**config.mk**
```make
export PLATFORM = sky130hd
export DESIGN_NAME = fbsrp_top
export DESIGN_NICKNAME = d
export VERILOG_FILES = /design/src/fbsrp_pkg.sv /design/src/fbsrp_rf_if.sv /design/src/fbsrp_top.sv /design/src/fbsrp_regfile.sv
export SDC_FILE = /design/constraint.sdc
export NUM_CORES = 1
export LEC_CHECK = 0
export BUFFER_PORTS_ARGS = -buffer_cell sky130_fd_sc_hd__buf_2
export CAP_MARGIN = 10
export CORE_MARGIN = 3
export CORE_UTILIZATION = 25
export DETAILED_ROUTE_END_ITERATION = 6
export SYNTH_ARGS = -nofsm -noshare
export SYNTH_HDL_FRONTEND = slang
export SYNTH_HIERARCHICAL = 1
export SYNTH_SLANG_ARGS = --single-unit
```
**constraint.sdc**
```tcl
create_clock -name clk_i -period 11 [get_ports clk_i]
set_input_delay 1.1 -clock clk_i [delete_from_list [all_inputs] [get_ports clk_i]]
set_output_delay 1.1 -clock clk_i [all_outputs]
set_load 0.02 [all_outputs]
```
**src/fbsrp_pkg.sv**
```systemverilog
// Constants, field positions and types shared by the four-bit slice files
package fbsrp_pkg;
   localparam int DATA_W = 4;
   localparam int ADDR_W = 4;
   localparam int WORDS = 16;
   localparam int INSTR_W = 9;
   localparam int SYNC_W = 2;
   localparam logic [3:0] RESET_WORD = 4'h0;
   localparam logic [3:0] ALL_ONES = 4'hF;
   // Instruction field positions
   localparam int SRC_Q_BIT = 0;
   localparam int FUNC_LSB = 1;
   localparam int FUNC_MSB = 4;
   localparam int SPEC_MSB = 4;
   localparam int SHIFT_LSB = 5;
   localparam int SHIFT_MSB = 6;
   localparam int QDEST_BIT = 8;
   localparam logic [4:0] SPECIAL_CODE = 5'h00;
   // Shifter codes in the shift field
   localparam logic [1:0] SHIFT_DOWN = 2'h1;
   localparam logic [1:0] SHIFT_UP = 2'h2;
   // Strap bit positions inside the synchroniser
   localparam int TIE_BIT = 0;
   localparam int TOP_BIT = 1;
   // ALU function codes
   typedef enum logic [3:0] {
      FN_HIGH = 4'h0, FN_SMR = 4'h1, FN_RMS = 4'h2, FN_ADD = 4'h3,
      FN_S = 4'h4, FN_NS = 4'h5, FN_R = 4'h6, FN_NR = 4'h7,
      FN_LOW = 4'h8, FN_NRAS = 4'h9, FN_XNOR = 4'hA, FN_XOR = 4'hB,
      FN_AND = 4'hC, FN_NOR = 4'hD, FN_NAND = 4'hE, FN_OR = 4'hF
   } fbsrp_func_e;
   // Slice position, one-hot
   typedef enum logic [2:0] {
      POS_LSS = 3'b001,
      POS_IS = 3'b010,
      POS_MSS = 3'b100
   } fbsrp_pos_e;
endpackage

```
**src/fbsrp_rf_if.sv**
```systemverilog
// Signals between the slice datapath and its two-port register file
`timescale 1ns/10ps
`default_nettype none
interface fbsrp_rf_if;
   logic [fbsrp_pkg::ADDR_W-1:0] addr_a;
   logic [fbsrp_pkg::ADDR_W-1:0] addr_b;
   logic [fbsrp_pkg::DATA_W-1:0] wdata;
   logic wr_en;
   logic latch_open;
   logic [fbsrp_pkg::DATA_W-1:0] dout_a;
   logic [fbsrp_pkg::DATA_W-1:0] dout_b;
   modport ctl (output addr_a, addr_b, wdata, wr_en, latch_open, input dout_a, dout_b);
   modport mem (input addr_a, addr_b, wdata, wr_en, latch_open, output dout_a, dout_b);
endinterface
`default_nettype wire

```
**src/fbsrp_top.sv**
```systemverilog
// Four-bit slice: register file ports, operand selection, ALU, pins
// Operation
// RULE1: Sixteen-by-four two-port RAM, latched outputs, four-bit paths.
// RULE2: RAM A output shows the word at the A address.
// RULE3: RAM B output shows the B-address word; writes go there.
// RULE4: Equal addresses give equal data on both ports.
// RULE5: Output latches pass when clock high, hold when low; the code opens them while ce_i is high instead.
// RULE6: Write strobe low writes result port data at B address.
// RULE7: R-source pick high selects external R, else RAM A.
// RULE8: B drive low drives RAM B out; high releases for S input.
// RULE9: Controller supplies a nine-bit microinstruction every cycle.
// RULE10: Instruction enable low lets Q and sign flop load; gates write.
// RULE11: Q and sign-compare flop change only on rising clock edge.
// RULE12: Carry in feeds ALU; carry out reported; both active high.
// RULE13: Generate at low/middle slices, sign at top slice.
// RULE14: Propagate at low/middle slices, overflow at top slice.
// RULE15: Open-collector zero pin high when outputs all low; special input.
// RULE16: Shift up: low pin in, high out; shift down reversed.
// RULE17: Tie low makes bottom slice, drives write indication on shared pin.
// RULE18: Bottom slice drives write indication low when instruction writes.
// RULE19: Tie high: shared pin input, high middle, low top; buffer off.
// RULE20: Result drive low drives shifter out; high releases result port.
// RULE21: Instruction bit zero high picks Q as S, else B source.
// RULE22: Five low instruction bits all low run special functions.
// RULE23: Controller keeps result drive high while driving the port.
`timescale 1ns/10ps
`default_nettype none
module fbsrp_top (
   input wire logic clk_i, // Slice clock, 125 MHz
   input wire logic rst_n_i, // Synchronous reset, active low
   input wire logic ce_i, // Clock enable, freezes all state
   input wire logic [3:0] read_port_a_addr_i, // A address
   input wire logic [3:0] rw_port_b_addr_i, // B read and write address
   input wire logic ram_write_n_i, // RAM write strobe
   input wire logic [3:0] external_r_input_i, // External R data
   input wire logic r_source_pick_n_i, // High selects external R
   input wire logic [3:0] b_port_bus_i, // B port sensed level
   output logic [3:0] b_port_bus_o, // B port drive value
   output logic b_port_bus_oe_n_o, // B port enable, low drives
   input wire logic b_port_drive_n_i, // Low drives RAM B out
   input wire logic carry_input_i, // ALU carry in
   output logic carry_output_o, // ALU carry out
   input wire logic [8:0] microinstruction_bits_i, // Microinstruction
   input wire logic instr_enable_n_i, // Instruction enable
   output logic lookahead_or_sign_o, // Generate (low) or sign
   output logic propagate_or_overflow_pin_o, // Propagate (low) or overflow
   input wire logic zero_pin_i, // Zero pin sensed level
   output logic zero_pin_o, // Zero pin drive value, always low
   output logic zero_pin_oe_n_o, // Zero pin enable, low pulls down
   input wire logic alu_shift_low_pin_i, // Low shift pin level
   output logic alu_shift_low_pin_o, // Low shift pin drive value
   output logic alu_shift_low_pin_oe_n_o, // Low shift pin enable
   input wire logic alu_shift_high_pin_i, // High shift pin level
   output logic alu_shift_high_pin_o, // High shift pin drive value
   output logic alu_shift_high_pin_oe_n_o, // High shift pin enable
   input wire logic bottom_slice_tie_n_i, // Bottom slice strap
   input wire logic top_slice_select_n_i, // Shared pin sensed level
   output logic top_slice_select_n_o, // Shared pin write indication
   output logic top_slice_select_n_oe_n_o, // Shared pin enable
   input wire logic [3:0] result_data_port_i, // Result port sensed level
   output logic [3:0] result_data_port_o, // Result port drive value
   output logic result_data_port_oe_n_o, // Result port enable
   input wire logic result_drive_n_i, // Low drives shifter output
   output logic sign_compare_o // Sign-compare flip-flop
);
   typedef struct packed {
      logic [fbsrp_pkg::SYNC_W-1:0] sy1;
      logic [fbsrp_pkg::SYNC_W-1:0] sy2;
      logic [fbsrp_pkg::SYNC_W-1:0] sy3;
      logic [fbsrp_pkg::SYNC_W-1:0] strap;
      fbsrp_pkg::fbsrp_pos_e pos;
      logic [3:0] q;
      logic sgn;
      logic [3:0] y_o;
      logic y_oe_n;
      logic [3:0] b_o;
      logic b_oe_n;
      logic cout;
      logic gn;
      logic povr;
      logic z_o;
      logic z_oe_n;
      logic shl_o;
      logic shl_oe_n;
      logic shh_o;
      logic shh_oe_n;
      logic wr_o;
      logic wr_oe_n;
   } fbsrp_top_s;

   localparam fbsrp_top_s RESET_STATE = '{
      sy1: '1, sy2: '1, sy3: '1, strap: '1, pos: fbsrp_pkg::POS_IS,
      q: fbsrp_pkg::RESET_WORD, sgn: 1'b0, y_o: fbsrp_pkg::RESET_WORD, y_oe_n: 1'b1,
      b_o: fbsrp_pkg::RESET_WORD, b_oe_n: 1'b1, cout: 1'b0, gn: 1'b1, povr: 1'b1,
      z_o: 1'b0, z_oe_n: 1'b1, shl_o: 1'b0, shl_oe_n: 1'b1, shh_o: 1'b0,
      shh_oe_n: 1'b1, wr_o: 1'b1, wr_oe_n: 1'b1};

   fbsrp_top_s s_q;
   fbsrp_top_s s_d;
   fbsrp_rf_if rf ();

   logic [3:0] r_op;
   logic [3:0] s_op;
   logic [3:0] f_c;
   logic [3:0] y_c;
   logic [4:0] sum_c;
   logic [3:0] gen_c;
   logic [3:0] prop_c;
   logic g_all;
   logic p_all;
   logic ovr_c;
   logic arith_c;
   logic special_c;
   logic [1:0] shift_c;
   logic instr_wr_c;
   fbsrp_pkg::fbsrp_func_e func_c;

   // Register file hookup
   assign rf.addr_a = read_port_a_addr_i; // RULE2
   assign rf.addr_b = rw_port_b_addr_i; // RULE3
   assign rf.wr_en = ~ram_write_n_i & ce_i; // RULE6
   assign rf.wdata = result_drive_n_i ? result_data_port_i : y_c; // RULE20
   assign rf.latch_open = ce_i; // RULE5

   fbsrp_regfile u_regfile (
      .clk_i(clk_i),
      .rst_n_i(rst_n_i),
      .ce_i(ce_i),
      .rf(rf.mem)
   ); // RULE1

   // Instruction decode
   assign func_c = fbsrp_pkg::fbsrp_func_e'(microinstruction_bits_i[fbsrp_pkg::FUNC_MSB:fbsrp_pkg::FUNC_LSB]);
   assign special_c = microinstruction_bits_i[fbsrp_pkg::SPEC_MSB:0] == fbsrp_pkg::SPECIAL_CODE; // RULE22
   assign shift_c = microinstruction_bits_i[fbsrp_pkg::SHIFT_MSB:fbsrp_pkg::SHIFT_LSB];
   assign instr_wr_c = ~microinstruction_bits_i[fbsrp_pkg::QDEST_BIT];

   // Operand selection
   assign r_op = r_source_pick_n_i ? external_r_input_i : rf.dout_a; // RULE7
   always_comb begin
      if (microinstruction_bits_i[fbsrp_pkg::SRC_Q_BIT]) begin
         s_op = s_q.q; // RULE21
      end else if (b_port_drive_n_i) begin
         s_op = b_port_bus_i; // RULE8
      end else begin
         s_op = rf.dout_b; // RULE21
      end
   end

   // ALU function and carry chain
   always_comb begin
      logic [3:0] x;
      logic [3:0] z;
      x = r_op;
      z = s_op;
      arith_c = 1'b1;
      unique case (func_c)
         fbsrp_pkg::FN_SMR: begin x = ~r_op; z = s_op; end
         fbsrp_pkg::FN_RMS: begin x = r_op; z = ~s_op; end
         fbsrp_pkg::FN_ADD: begin x = r_op; z = s_op; end
         fbsrp_pkg::FN_S: begin x = 4'h0; z = s_op; end
         fbsrp_pkg::FN_NS: begin x = 4'h0; z = ~s_op; end
         fbsrp_pkg::FN_R: begin x = r_op; z = 4'h0; end
         fbsrp_pkg::FN_NR: begin x = ~r_op; z = 4'h0; end
         default: arith_c = 1'b0;
      endcase
      if (special_c) begin
         x = 4'h0;
         z = s_op;
         arith_c = 1'b1;
      end
      sum_c = {1'b0, x} + {1'b0, z} + {4'h0, carry_input_i}; // RULE12
      gen_c = x & z;
      prop_c = x | z;
      g_all = gen_c[3] | (prop_c[3] & gen_c[2]) | (&prop_c[3:2] & gen_c[1])
         | (&prop_c[3:1] & gen_c[0]);
      p_all = &prop_c;
      ovr_c = (x[3] & z[3] & ~sum_c[3]) | (~x[3] & ~z[3] & sum_c[3]);
      if (arith_c) begin
         f_c = sum_c[3:0];
      end else begin
         unique case (func_c)
            fbsrp_pkg::FN_HIGH: f_c = fbsrp_pkg::ALL_ONES;
            fbsrp_pkg::FN_LOW: f_c = 4'h0;
            fbsrp_pkg::FN_NRAS: f_c = ~r_op & s_op;
            fbsrp_pkg::FN_XNOR: f_c = ~(r_op ^ s_op);
            fbsrp_pkg::FN_XOR: f_c = r_op ^ s_op;
            fbsrp_pkg::FN_AND: f_c = r_op & s_op;
            fbsrp_pkg::FN_NOR: f_c = ~(r_op | s_op);
            fbsrp_pkg::FN_NAND: f_c = ~(r_op & s_op);
            default: f_c = r_op | s_op;
         endcase
      end
   end

   // Shifter with serial pins
   always_comb begin
      y_c = f_c;
      if (!special_c && shift_c == fbsrp_pkg::SHIFT_UP) begin
         y_c = {f_c[2:0], alu_shift_low_pin_i}; // RULE16
      end else if (!special_c && shift_c == fbsrp_pkg::SHIFT_DOWN) begin
         y_c = {alu_shift_high_pin_i, f_c[3:1]}; // RULE16
      end
   end

   // Next state of all slice registers
   always_comb begin
      s_d = s_q;
      // Strap synchroniser, change taken when stages two and three agree
      s_d.sy1 = {top_slice_select_n_i, bottom_slice_tie_n_i};
      s_d.sy2 = s_q.sy1;
      s_d.sy3 = s_q.sy2;
      if (s_q.sy2 == s_q.sy3) begin
         s_d.strap = s_q.sy3;
      end
      if (!s_q.strap[fbsrp_pkg::TIE_BIT]) begin
         s_d.pos = fbsrp_pkg::POS_LSS; // RULE17
      end else if (s_q.strap[fbsrp_pkg::TOP_BIT]) begin
         s_d.pos = fbsrp_pkg::POS_IS; // RULE19
      end else begin
         s_d.pos = fbsrp_pkg::POS_MSS; // RULE19
      end
      // Q and sign-compare load only when enabled
      if (!instr_enable_n_i) begin
         if (special_c) begin
            s_d.sgn = zero_pin_i; // RULE15
         end else begin
            s_d.sgn = f_c[3]; // RULE10
         end
         if (!instr_wr_c) begin
            s_d.q = f_c; // RULE11
         end
      end
      // Data pins
      s_d.y_o = y_c;
      s_d.y_oe_n = result_drive_n_i; // RULE20
      s_d.b_o = rf.dout_b;
      s_d.b_oe_n = b_port_drive_n_i; // RULE8
      s_d.cout = sum_c[4]; // RULE12
      // Status pins by slice position
      unique case (s_q.pos)
         fbsrp_pkg::POS_MSS: begin
            s_d.gn = f_c[3]; // RULE13
            s_d.povr = ovr_c; // RULE14
         end
         fbsrp_pkg::POS_LSS, fbsrp_pkg::POS_IS: begin
            s_d.gn = ~g_all; // RULE13
            s_d.povr = ~p_all; // RULE14
         end
      endcase
      // Zero pin released when all outputs low; input during specials
      s_d.z_o = 1'b0;
      s_d.z_oe_n = special_c | (y_c == 4'h0); // RULE15
      // Serial shift pins
      s_d.shl_o = 1'b0;
      s_d.shl_oe_n = 1'b1;
      s_d.shh_o = 1'b0;
      s_d.shh_oe_n = 1'b1;
      if (!special_c && shift_c == fbsrp_pkg::SHIFT_UP) begin
         s_d.shh_o = f_c[3]; // RULE16
         s_d.shh_oe_n = 1'b0;
      end else if (!special_c && shift_c == fbsrp_pkg::SHIFT_DOWN) begin
         s_d.shl_o = f_c[0]; // RULE16
         s_d.shl_oe_n = 1'b0;
      end
      // Write indication on shared pin, bottom slice only
      s_d.wr_o = ~(instr_wr_c & ~instr_enable_n_i); // RULE18
      s_d.wr_oe_n = s_q.pos != fbsrp_pkg::POS_LSS; // RULE17
   end

   // State register
   always_ff @(posedge clk_i) begin
      if (!rst_n_i) begin
         s_q <= RESET_STATE;
      end else if (ce_i) begin
         s_q <= s_d; // RULE11
      end
   end

   // Output pins straight from flops
   assign result_data_port_o = s_q.y_o;
   assign result_data_port_oe_n_o = s_q.y_oe_n;
   assign b_port_bus_o = s_q.b_o;
   assign b_port_bus_oe_n_o = s_q.b_oe_n;
   assign carry_output_o = s_q.cout;
   assign lookahead_or_sign_o = s_q.gn;
   assign propagate_or_overflow_pin_o = s_q.povr;
   assign zero_pin_o = s_q.z_o;
   assign zero_pin_oe_n_o = s_q.z_oe_n;
   assign alu_shift_low_pin_o = s_q.shl_o;
   assign alu_shift_low_pin_oe_n_o = s_q.shl_oe_n;
   assign alu_shift_high_pin_o = s_q.shh_o;
   assign alu_shift_high_pin_oe_n_o = s_q.shh_oe_n;
   assign top_slice_select_n_o = s_q.wr_o;
   assign top_slice_select_n_oe_n_o = s_q.wr_oe_n;
   assign sign_compare_o = s_q.sgn;
endmodule // fbsrp_top
`default_nettype wire

```
**src/fbsrp_regfile.sv**
```systemverilog
// Sixteen-word two-port register file with latched A and B outputs
`timescale 1ns/10ps
`default_nettype none
module fbsrp_regfile (
   input wire logic clk_i, // Slice clock
   input wire logic rst_n_i, // Synchronous reset, active low
   input wire logic ce_i, // Clock enable
   fbsrp_rf_if.mem rf // Register file port
);
   typedef struct packed {
      logic [fbsrp_pkg::WORDS-1:0][fbsrp_pkg::DATA_W-1:0] mem;
      logic [fbsrp_pkg::DATA_W-1:0] held_a;
      logic [fbsrp_pkg::DATA_W-1:0] held_b;
   } fbsrp_rf_s;

   fbsrp_rf_s s_q;
   fbsrp_rf_s s_d;
   logic [fbsrp_pkg::DATA_W-1:0] rd_a;
   logic [fbsrp_pkg::DATA_W-1:0] rd_b;

   // Both ports read the array independently
   assign rd_a = s_q.mem[rf.addr_a]; // RULE2
   assign rd_b = s_q.mem[rf.addr_b]; // RULE3
   // Output latches: pass while open, hold otherwise
   assign rf.dout_a = rf.latch_open ? rd_a : s_q.held_a; // RULE5
   assign rf.dout_b = rf.latch_open ? rd_b : s_q.held_b; // RULE5

   // Next state: latch capture and write at port-B address
   always_comb begin
      s_d = s_q;
      if (rf.latch_open) begin
         s_d.held_a = rd_a;
         s_d.held_b = rd_b;
      end
      if (rf.wr_en) begin
         s_d.mem[rf.addr_b] = rf.wdata; // RULE6
      end
   end

   // State register
   always_ff @(posedge clk_i) begin
      if (!rst_n_i) begin
         s_q <= '0;
      end else if (ce_i) begin
         s_q <= s_d;
      end
   end
endmodule // fbsrp_regfile
`default_nettype wire

```
[Yosys cells after proc, flatten, opt, wreduce, memory -nomap -nowiden]
Index checks and enable logic that the tools add are counted.
Storage, ports and cells
  bits in registers: 108
  input port bits: 43
  output and inout port bits: 22
  logic and storage cells: 149
Operators by class
  add/subtract/negate cells: 2
  magnitude comparators: 3
  equality and inequality tests: 21
  mux-type cells: 30
  bitwise operators: 34
  reduce and logical (&&, ||, !) cells: 20
Operators by type and width (count)
  bitwise mux 64 bit: 1
  2-to-1 mux 4 bit: 14
  binary-select mux 4 bit (select 4 bit): 2
  case mux 4 bit (8 select lines): 1
  == test 4 bit, second input constant: 7
  NOT 4 bit: 5
  demux 4 bit (select 4 bit): 1
  == test 4 x 3 -> 1 bit, second input constant: 4
  case mux 4 bit (2 select lines): 2
  bitwise AND 4 bit: 3
  < comparator 4 x 5 -> 1 bit, second input constant: 2
  OR reduction 2 bit: 5
  bitwise AND 1 bit: 9
  NOT 1 bit: 9
  == test 4 x 2 -> 1 bit, second input constant: 2
  zero test 4 bit: 2
  OR 4 bit: 2
  AND reduction 2 bit: 4
  OR reduction 7 bit: 1
  2-to-1 mux 2 bit: 3
  2-to-1 mux 3 bit: 2
  AND reduction 3 bit: 2
  adder 4 x 4 -> 5 bit: 1
  adder 5 x 1 -> 5 bit: 1
  other kinds (17): 25

[Logic depth before layout (Yosys ltp)]
Gate-level depths: netlist of run 1.
  depth in word-level cells: 15
  gate-level depth with buffers: 24
  depth with buffers taken out: 21

[By module]
The synthesis of run 1 kept the hierarchy.
Modules (own cells, without submodules)
  fbsrp_regfile: times used 1, cells an instance 409, area each 3993.8 µm²
  fbsrp_top: times used 1, cells an instance 364, area each 2937.8 µm²

[Worst setup path after synthesis of run 1]
OpenSTA, ideal clock, no wires.
  path type: input port to flip-flop
  start: input port rw_port_b_addr_i[0]
  end: register u_regfile/s_q[9] (netlist name)
  setup time: 0.076 ns
  data arrival time: 5.672 ns
  data required time: 10.924 ns
  path slack: 5.253 ns
  stages: 24
  buffers on the path: 3
  cell sequence: buf_6 buf_8 mux4_2 mux2i_1 mux2i_1 mux2_2 mux2i_1 o21a_1 nor2_1 a31oi_1 nor2_1 nor2_1 o21ai_0 fa_1 fa_1 xor2_1 o21ai_0 a31oi_2 a211oi_1 o21bai_1 o21ai_0 clkbuf_1 nand3_1 a21boi_0
Between the ends
  word-level cells in the longest chain between the ends: 15
  elaborated cells between the ends (all ways): 28
  classes of those cells: add/sub (2); order compare (2); mux (15); bitwise (8); reduce/logical (1)
RTL lines
  start: declaration: RTL line fbsrp_top.sv:33  | input wire logic [3:0] rw_port_b_addr_i,
  binary-select mux 4 bit (select 4 bit) *: RTL line fbsrp_regfile.sv:23  | assign rd_b = s_q.mem[rf.addr_b];
  2-to-1 mux 4 bit (not written as such) *: RTL line fbsrp_regfile.sv:23
  2-to-1 mux 4 bit *: RTL line fbsrp_regfile.sv:26  | assign rf.dout_b = rf.latch_open ? rd_b : s_q.held_b;
  named net rf.dout_b (one bit): RTL line fbsrp_rf_if.sv:11  | logic [fbsrp_pkg::DATA_W-1:0] dout_b;
  2-to-1 mux 4 bit *: RTL line fbsrp_top.sv:143  | end else if (b_port_drive_n_i) begin
  2-to-1 mux 4 bit *: RTL line fbsrp_top.sv:141  | if (microinstruction_bits_i[fbsrp_pkg::SRC_Q_BIT]) begin
  NOT 4 bit: RTL line fbsrp_top.sv:159, fbsrp_top.sv:162
  case mux 4 bit (2 select lines): RTL line fbsrp_top.sv:157  | unique case (func_c)
  2-to-1 mux 4 bit: RTL line fbsrp_top.sv:167  | if (special_c) begin
  adder 4 x 4 -> 5 bit: RTL line fbsrp_top.sv:172  | sum_c = {1'b0, x} + {1'b0, z} + {4'h0, carry_input_i};
  adder 5 x 1 -> 5 bit: RTL line fbsrp_top.sv:172
  2-to-1 mux 4 bit *: RTL line fbsrp_top.sv:179  | if (arith_c) begin
  2-to-1 mux 4 bit: RTL line fbsrp_top.sv:201  | end else if (!special_c && shift_c == fbsrp_pkg::SHIFT_DOWN) begin
  2-to-1 mux 4 bit *: RTL line fbsrp_top.sv:199  | if (!special_c && shift_c == fbsrp_pkg::SHIFT_UP) begin
  2-to-1 mux 4 bit *: RTL line fbsrp_top.sv:122  | assign rf.wdata = result_drive_n_i ? result_data_port_i : y_c;
  named net rf.wdata (one bit): RTL line fbsrp_rf_if.sv:7  | logic [fbsrp_pkg::DATA_W-1:0] wdata;
  bitwise mux 64 bit *: RTL line fbsrp_regfile.sv:36  | s_d.mem[rf.addr_b] = rf.wdata;
  end signal: assignment: RTL line fbsrp_regfile.sv:43  | s_q <= '0;
  end signal: assignment: RTL line fbsrp_regfile.sv:45  | s_q <= s_d;
  end: declaration: RTL line fbsrp_regfile.sv:16  | fbsrp_rf_s s_q;
Mark *: on every way through the listed nets, which the timed path passes. The rest lies on a longest branch. The select of a mux whose other input is x is not followed.
A chain may end at the register's enable or synchronous reset.

[Worst setup path in the final report of run 1]
  start: input port rw_port_b_addr_i[0]
  end: register u_regfile/s_q[49] (netlist name)
Same word-level chain as after synthesis.

==> impl_metrics.toml, run 1 <==
[run_status]
status = "completed"

[synthesis]
synth_nets = 838
synth-seq-cells = 108
synth_edf_count = 0
synthXorXnorAreaFrac_pct = 1.011
yosys.area.top_type = "dfxtp_1"
synth.area.top_cells = "dfxtp_1, mux2i_1, mux4_2"
seq_area_frac_synth_pct = 31.19
avgSynthCellArea_um2 = 8.967
ys.flop_type = "dfxtp_1"
synth-simple-area-share_pct = 16.73
synth_compound_area_share_pct = 19.15
synth-adder-area-share_pct = 4.188
yosys.cell_count.top_type = "dfxtp_1"
synth_common_cells = "dfxtp_1, nand2_1, mux2i_1"
synth_top_area_share_pct = 31.19
synth_top_family_by_area = "multiplexers"
yosys_warnings = 6
synth_area_um2 = 6932
synth_cell_types = 70
muxShareOfSynthArea_pct = 20.83
postSynth.asyncResetShare_pct = 0
syn_inst = 773

[pwr]
p_total_mw = 0.9226
seqPwrFrac_pct = 43.8
power.internal_mw = 0.6523
combPwrFrac_pct = 19.3
switching_share_pct = 29.29
leakagePower_nw = 3.063
power.net_switching_mw = 0.2703
p_clk_share_pct = 36.9
power.density_nw_per_um2 = 120.2
ir_drop_mv = 0.07506

[sta]
fmax_mhz = 153.9
setup_violations = 0
fin_tns_setup_ns = 0
hold_viol = 0
slew_viol_final = 0
tightest_slew_ns = 0.9565
relSlewSlack_pct = 35.66
clock_skew_ns = 0.009625
min_period_ns = 6.499
fin_crit_sh_pct = 59.08
rsz0062_at_grt = "false"

[floorplanning]
die-area_um2 = 29760
die_w_um = 172.5
fp.dieH_um = 172.5
start_util_pct = 25.58
ios = 65
fp-row-count = 60
core_area_um2 = 27100

[layout]
fillerInstances = 2892
synthToLayoutAreaGrowth_pct = 10.78
fin_util_pct = 28.33
final_area_um2 = 7679
antennaDiodeCount = 0
final-instance-count-excl-fill = 1157
layout-drive-gt1-share_pct = 16.82
nets = 845

[drt]
wirelength_um = 18510
routedWlPerCell_um = 15.99
via_per_inst = 4.802
firstDrtPassIters = 6
ant_nets = 0
drc = 0
vias = 5556
drt_iter0_markers = 480

[critical_path]
critical_path_class = "in2reg"
cp.required_ns = 11.27
path_cells = "buf_2, mux4_1, mux2i_1, mux2i_1, mux2_2, mux2i_1, o21a_1, nor2_1, a31oi_1, nor2_1, nor2_1, o21ai_0, fa_1, fa_1, xor2_1, o21ai_0, a31oi_2, a211oi_1, o21bai_1, o21ai_2, nand2_1, a21boi_0"
cp-end-kind = "flop"
crit_family = "compound AO/OA/AOI/OAI gates"
cp_slowest_cell = "o21ai_2"
cp_max_fo = 20
critPathLaunchType = "primary input"
critPathArrivalTime_ns = 6.77
path_buf_inv = 1
slowest_delay_ns = 0.78

[clock_network]
htreeDepth = 3
clk_latency_ns = 0.36
cts_resized = 0
cts_made_buffers = 9
hold_buffers = 0
cts_setup_buffers = 0
clkTransAtPathRegs_ns = 0.07
cts_buffer_depth = 2
root_buffer = "clkbuf_16"
cts_tree = "done"
clkSinkCount = 108

[global_route]
antenna_found_initial = 2
grt.total_usage_pct = 12.31
overflow = 0
grt_pass1_wl_um = 29720
first_global_vias = 5368
grt_max_degree = 106

[placement]
hpwl_um = 13260
port-buffer-count = 62
place_inst = 1141
place_area_um2 = 7368
place.gp.congestion = 0.8168

[worst_hold_path]
hp-class = "reg2reg"

[flow_run]
drv_cap = 0
[final cells by class]
cell class	count	area [um2]	area share, %
multi-input cells	568	4299	55.99
flip-flops and latches	108	2162	28.16
well taps	372	465.4	6.062
repair buffers	66	340.3	4.432
clock buffers	11	242.7	3.161
inverters	27	101.3	1.320
clock inverters	5	67.56	0.8799
[worst reg2reg max path, delay by kind of cell (launching register included)]
| kind | cells | cell delay, ns |
|---|---|---|
| AO/OA/AOI/OAI | 9 | 2.40 |
| flip-flops | 1 | 0.34 |
| adder cells (fa/ha/maj) | 2 | 0.87 |
| AND/OR/NAND/NOR | 4 | 0.35 |
| XOR/XNOR | 1 | 0.17 |
| multiplexers | 5 | 1.33 |
[cells by family (layout without fill, tap and decap cells)]
| group | Yosys count | after routing |
|---|---|---|
| AOI/OAI and AO/OA | 193 | 193 |
| xor gates and xnor gates | 8 | 8 |
| adders and majority gates | 22 | 22 |
| buffers and inverters | 97 | 109 |
| DFF | 108 | 108 |
| muxes | 110 | 110 |
| other | 1 | 1 |
| and+or+nand+nor | 234 | 234 |
[cell usage in the layout, fill, tap and decap left out, types with 4 or more instances in the layout]
cell type / count
nor2b_1: 39
o221ai_1: 5
clkbuf_16: 9
nand3_1: 10
a21oi_1: 18
o211a_1: 4
mux2i_1: 70
and2_1: 9
nor3_1: 4
a21boi_0: 44
inv_1: 27
nand2b_1: 13
o21a_1: 6
nand3b_1: 4
mux2_2: 13
ha_1: 20
or3_1: 5
buf_2: 62
a31oi_1: 7
xnor2_1: 5
a21o_1: 7
nand2_1: 89
o21ai_0: 63
nor2_1: 43
a22o_1: 5
dfxtp_1: 108
o32a_1: 5
mux4_2: 21
a211oi_1: 5
buf_4: 4
[registers in the layout, indices dropped and copies added (netlist names)]
name                         count
u_regfile/s_q                   72
s_q                             11
b_port_bus_o                     4
result_data_port_o               4
s_d                              4
alu_shift_high_pin_o             1
alu_shift_high_pin_oe_n_o        1
alu_shift_low_pin_o              1
alu_shift_low_pin_oe_n_o         1
b_port_bus_oe_n_o                1
carry_output_o                   1
lookahead_or_sign_o              1
propagate_or_overflow_pin_o      1
result_data_port_oe_n_o          1
sign_compare_o                   1
top_slice_select_n_o             1
top_slice_select_n_oe_n_o        1
zero_pin_oe_n_o                  1
[power by group through the flow]
stage | Combinational [mW] | Sequential (mW) | Clock [mW]
floorplan | 0.129 | 0.416 | 0
global placement | 0.176 | 0.413 | 0
detailed placement | 0.178 | 0.414 | 0
CTS | 0.179 | 0.404 | 0.350
global route | 0.197 | 0.406 | 0.367
finish | 0.178 | 0.404 | 0.340
[layer usage]
metal	wire (um)	track usage [%]	part of all wire [%]	up-vias
li1	-	-	-	2754
met1	8355	16.09	45	2632
met2	8782	20.35	47	141
met3	1067	3.289	5.8	25
met4	280	2.839	1.5	4
met5	19	0	0.10	-
[metrics by stage]
| step | hold WS [ns] | setup slack (ns) |
|---|---|---|
| final | 0.4581 | 4.501 |
| after global placement | 0.4362 | 4.259 |
| after CTS | 0.4620 | 4.558 |
| after global routing | 0.4855 | 4.009 |
| after detailed placement | 0.4450 | 4.158 |
| after floorplan | 0.4257 | 5.253 |
[final timing paths]
check	startpoint	to	slack, ns	depth (start not counted)
max	rw_port_b_addr_i[0]	u_regfile/s_q[49]	4.50	22
min	u_regfile/s_q[4]	u_regfile/s_q[4]	0.46	2
max reg2reg	u_regfile/s_q[60]	u_regfile/s_q[49]	5.50	21
min reg2reg	u_regfile/s_q[4]	u_regfile/s_q[4]	0.46	2
Note: power is estimated with default switching activity, not from simulation.
==> run 2, diff against run 1 <==
==> constraint.sdc (replaced) <==
create_clock -name clk_i -period 5.6 [get_ports clk_i]
set_input_delay 0.56 -clock clk_i [delete_from_list [all_inputs] [get_ports clk_i]]
set_output_delay 0.56 -clock clk_i [all_outputs]
set_load 0.02 [all_outputs]
==> run 2 against run 1 <==
Routed wire length increased by 1.7%. Power increased by 93%. Die area unchanged. First-iteration DRC count increased by 20%. Clock skew increased by 0.0038 ns. Critical path type unchanged. Via count increased by 2.6%. Design area increased by 1.2%. Non-clock buffer count increased by 11. Sequential power increased by 97%.
==> impl_metrics.toml, run 2 (synthesis gave the netlist of run 1 again) <==
[sta]
rsz0062_at_grt = "false"
relSlewSlack_pct = 35.46
min_period_ns = 5.208
hold_slack_ns = 0.4225
fmax_mhz = 192.0
fin_crit_sh_pct = 93.00
slew_viol_final = 0
hold_viol = 0
tightest_slew_ns = 0.9594
setup_violations = 0
fin_tns_setup_ns = 0
clock_skew_ns = 0.01341

[global_route]
antenna_found_initial = 1
grt.total_usage_pct = 12.46
grt_max_degree = 106
grt_pass1_wl_um = 30010
overflow = 0
first_global_vias = 5369

[drt]
routedWlPerCell_um = 16.12
drc = 0
firstDrtPassIters = 5
wirelength_um = 18830
ant_nets = 0
drt_iter0_markers = 575
vias = 5701
via_per_inst = 4.881

[clock_network]
cts_made_buffers = 9
cts_setup_buffers = 0
hold_buffers = 0
clkSinkCount = 108
cts_buffer_depth = 2
cts_resized = 0
cts_tree = "done"
clkTransAtPathRegs_ns = 0.07
htreeDepth = 3
clk_latency_ns = 0.36
root_buffer = "clkbuf_16"

[critical_path]
cp_max_fo = 16
critPathLaunchType = "primary input"
critPathArrivalTime_ns = 5.49
cp.required_ns = 5.88
cp-end-kind = "flop"
critical_path_class = "in2reg"

[placement]
hpwl_um = 13520
port-buffer-count = 62
place_inst = 1152
place.gp.congestion = 0.8443

[layout]
nets = 856
final-instance-count-excl-fill = 1168
layout_commonest_cell = "dfxtp_1"
synthToLayoutAreaGrowth_pct = 12.08
antennaDiodeCount = 0
largest_register = "u_regfile/s_q"
largest_reg_flops = 72
mostFrequentLayoutCells = "dfxtp_1, nand2_1, mux2i_1"
layout-drive-gt1-share_pct = 17.96
reg_top3 = "u_regfile/s_q (72), s_q (11)"

[floorplanning]
fp-row-count = 60
die-area_um2 = 29760
ios = 65
core_area_um2 = 27100
start_util_pct = 25.58
fp.dieH_um = 172.5
die_w_um = 172.5

[pwr]
leakagePower_nw = 3.108
p_total_mw = 1.781
ir_drop_mv = 0.1465
power.density_nw_per_um2 = 229.2

[worst_hold_path]
hp-class = "in2reg"

[run_status]
status = "completed"

[flow_run]
drv_cap = 0
## run 2: critical path: stages
cell      delay, ns
buf_2          0.19
mux4_1         0.57
mux2i_1        0.17
mux2i_1        0.15
mux2_2         0.32
mux2i_1        0.13
o21a_1         0.24
nor2_1         0.06
a31oi_1        0.16
nor2_1         0.05
nor2_1         0.10
o21ai_0        0.17
fa_1           0.46
fa_1           0.42
xor2_1         0.17
o21ai_0        0.11
a31oi_2        0.38
a211oi_1       0.13
o21bai_1       0.25
o21ai_1        0.16
buf_4          0.27
nand2_1        0.10
a21boi_0       0.17
## run 2: path summary, 6_finish.rpt
kind	depth (start not counted)	slack (ns)	to	startpoint
max	23	0.39	u_regfile/s_q[53]	rw_port_b_addr_i[0]
min	3	0.42	s_d[33]	bottom_slice_tie_n_i
max reg2reg	22	0.53	u_regfile/s_q[53]	u_regfile/s_q[64]
min reg2reg	2	0.46	u_regfile/s_q[4]	u_regfile/s_q[4]
## run 2: final cells by class
cell class                      instances  area (um2)
Fill cell                            2866       19330
Multi-Input combinational cell        568        4302
Sequential cell                       108        2162
Tap cell                              372       465.4
Timing Repair Buffer                   77       460.4
Clock buffer                           10       229.0
Inverter                               27       101.3
Clock inverter                          6       48.80
## run 2: where the power goes
| group | leakage [nW] | internal [mW] | switching [mW] |
|---|---|---|---|
| clock network | 0.131 | 0.306 | 0.307 |
| registers | 0.875 | 0.784 | 0.0101 |
| logic | 2.10 | 0.148 | 0.225 |
## run 2: metrics by stage
stage / area, um2 / setup slack, ns / util, %
final: 7769 / 0.3918 / 28.67
after global routing: 7769 / 0.04273 / 28.67
after CTS: 7762 / 0.4167 / 28.64
after detailed placement: 7485 / 0.03355 / 27.62
after global placement: 7485 / 0.1468 / 27.62
after floorplan: 6932 / 0.3925 / -
## run 2: layer usage
metal | vias to the layer above | global-route usage (%) | routed length (um)
met4 | 2 | 3.582 | 412
met3 | 32 | 2.627 | 879
met2 | 160 | 19.51 | 8531
li1 | 2772 | - | -
met1 | 2735 | 17.34 | 8997
met5 | - | 0 | 7
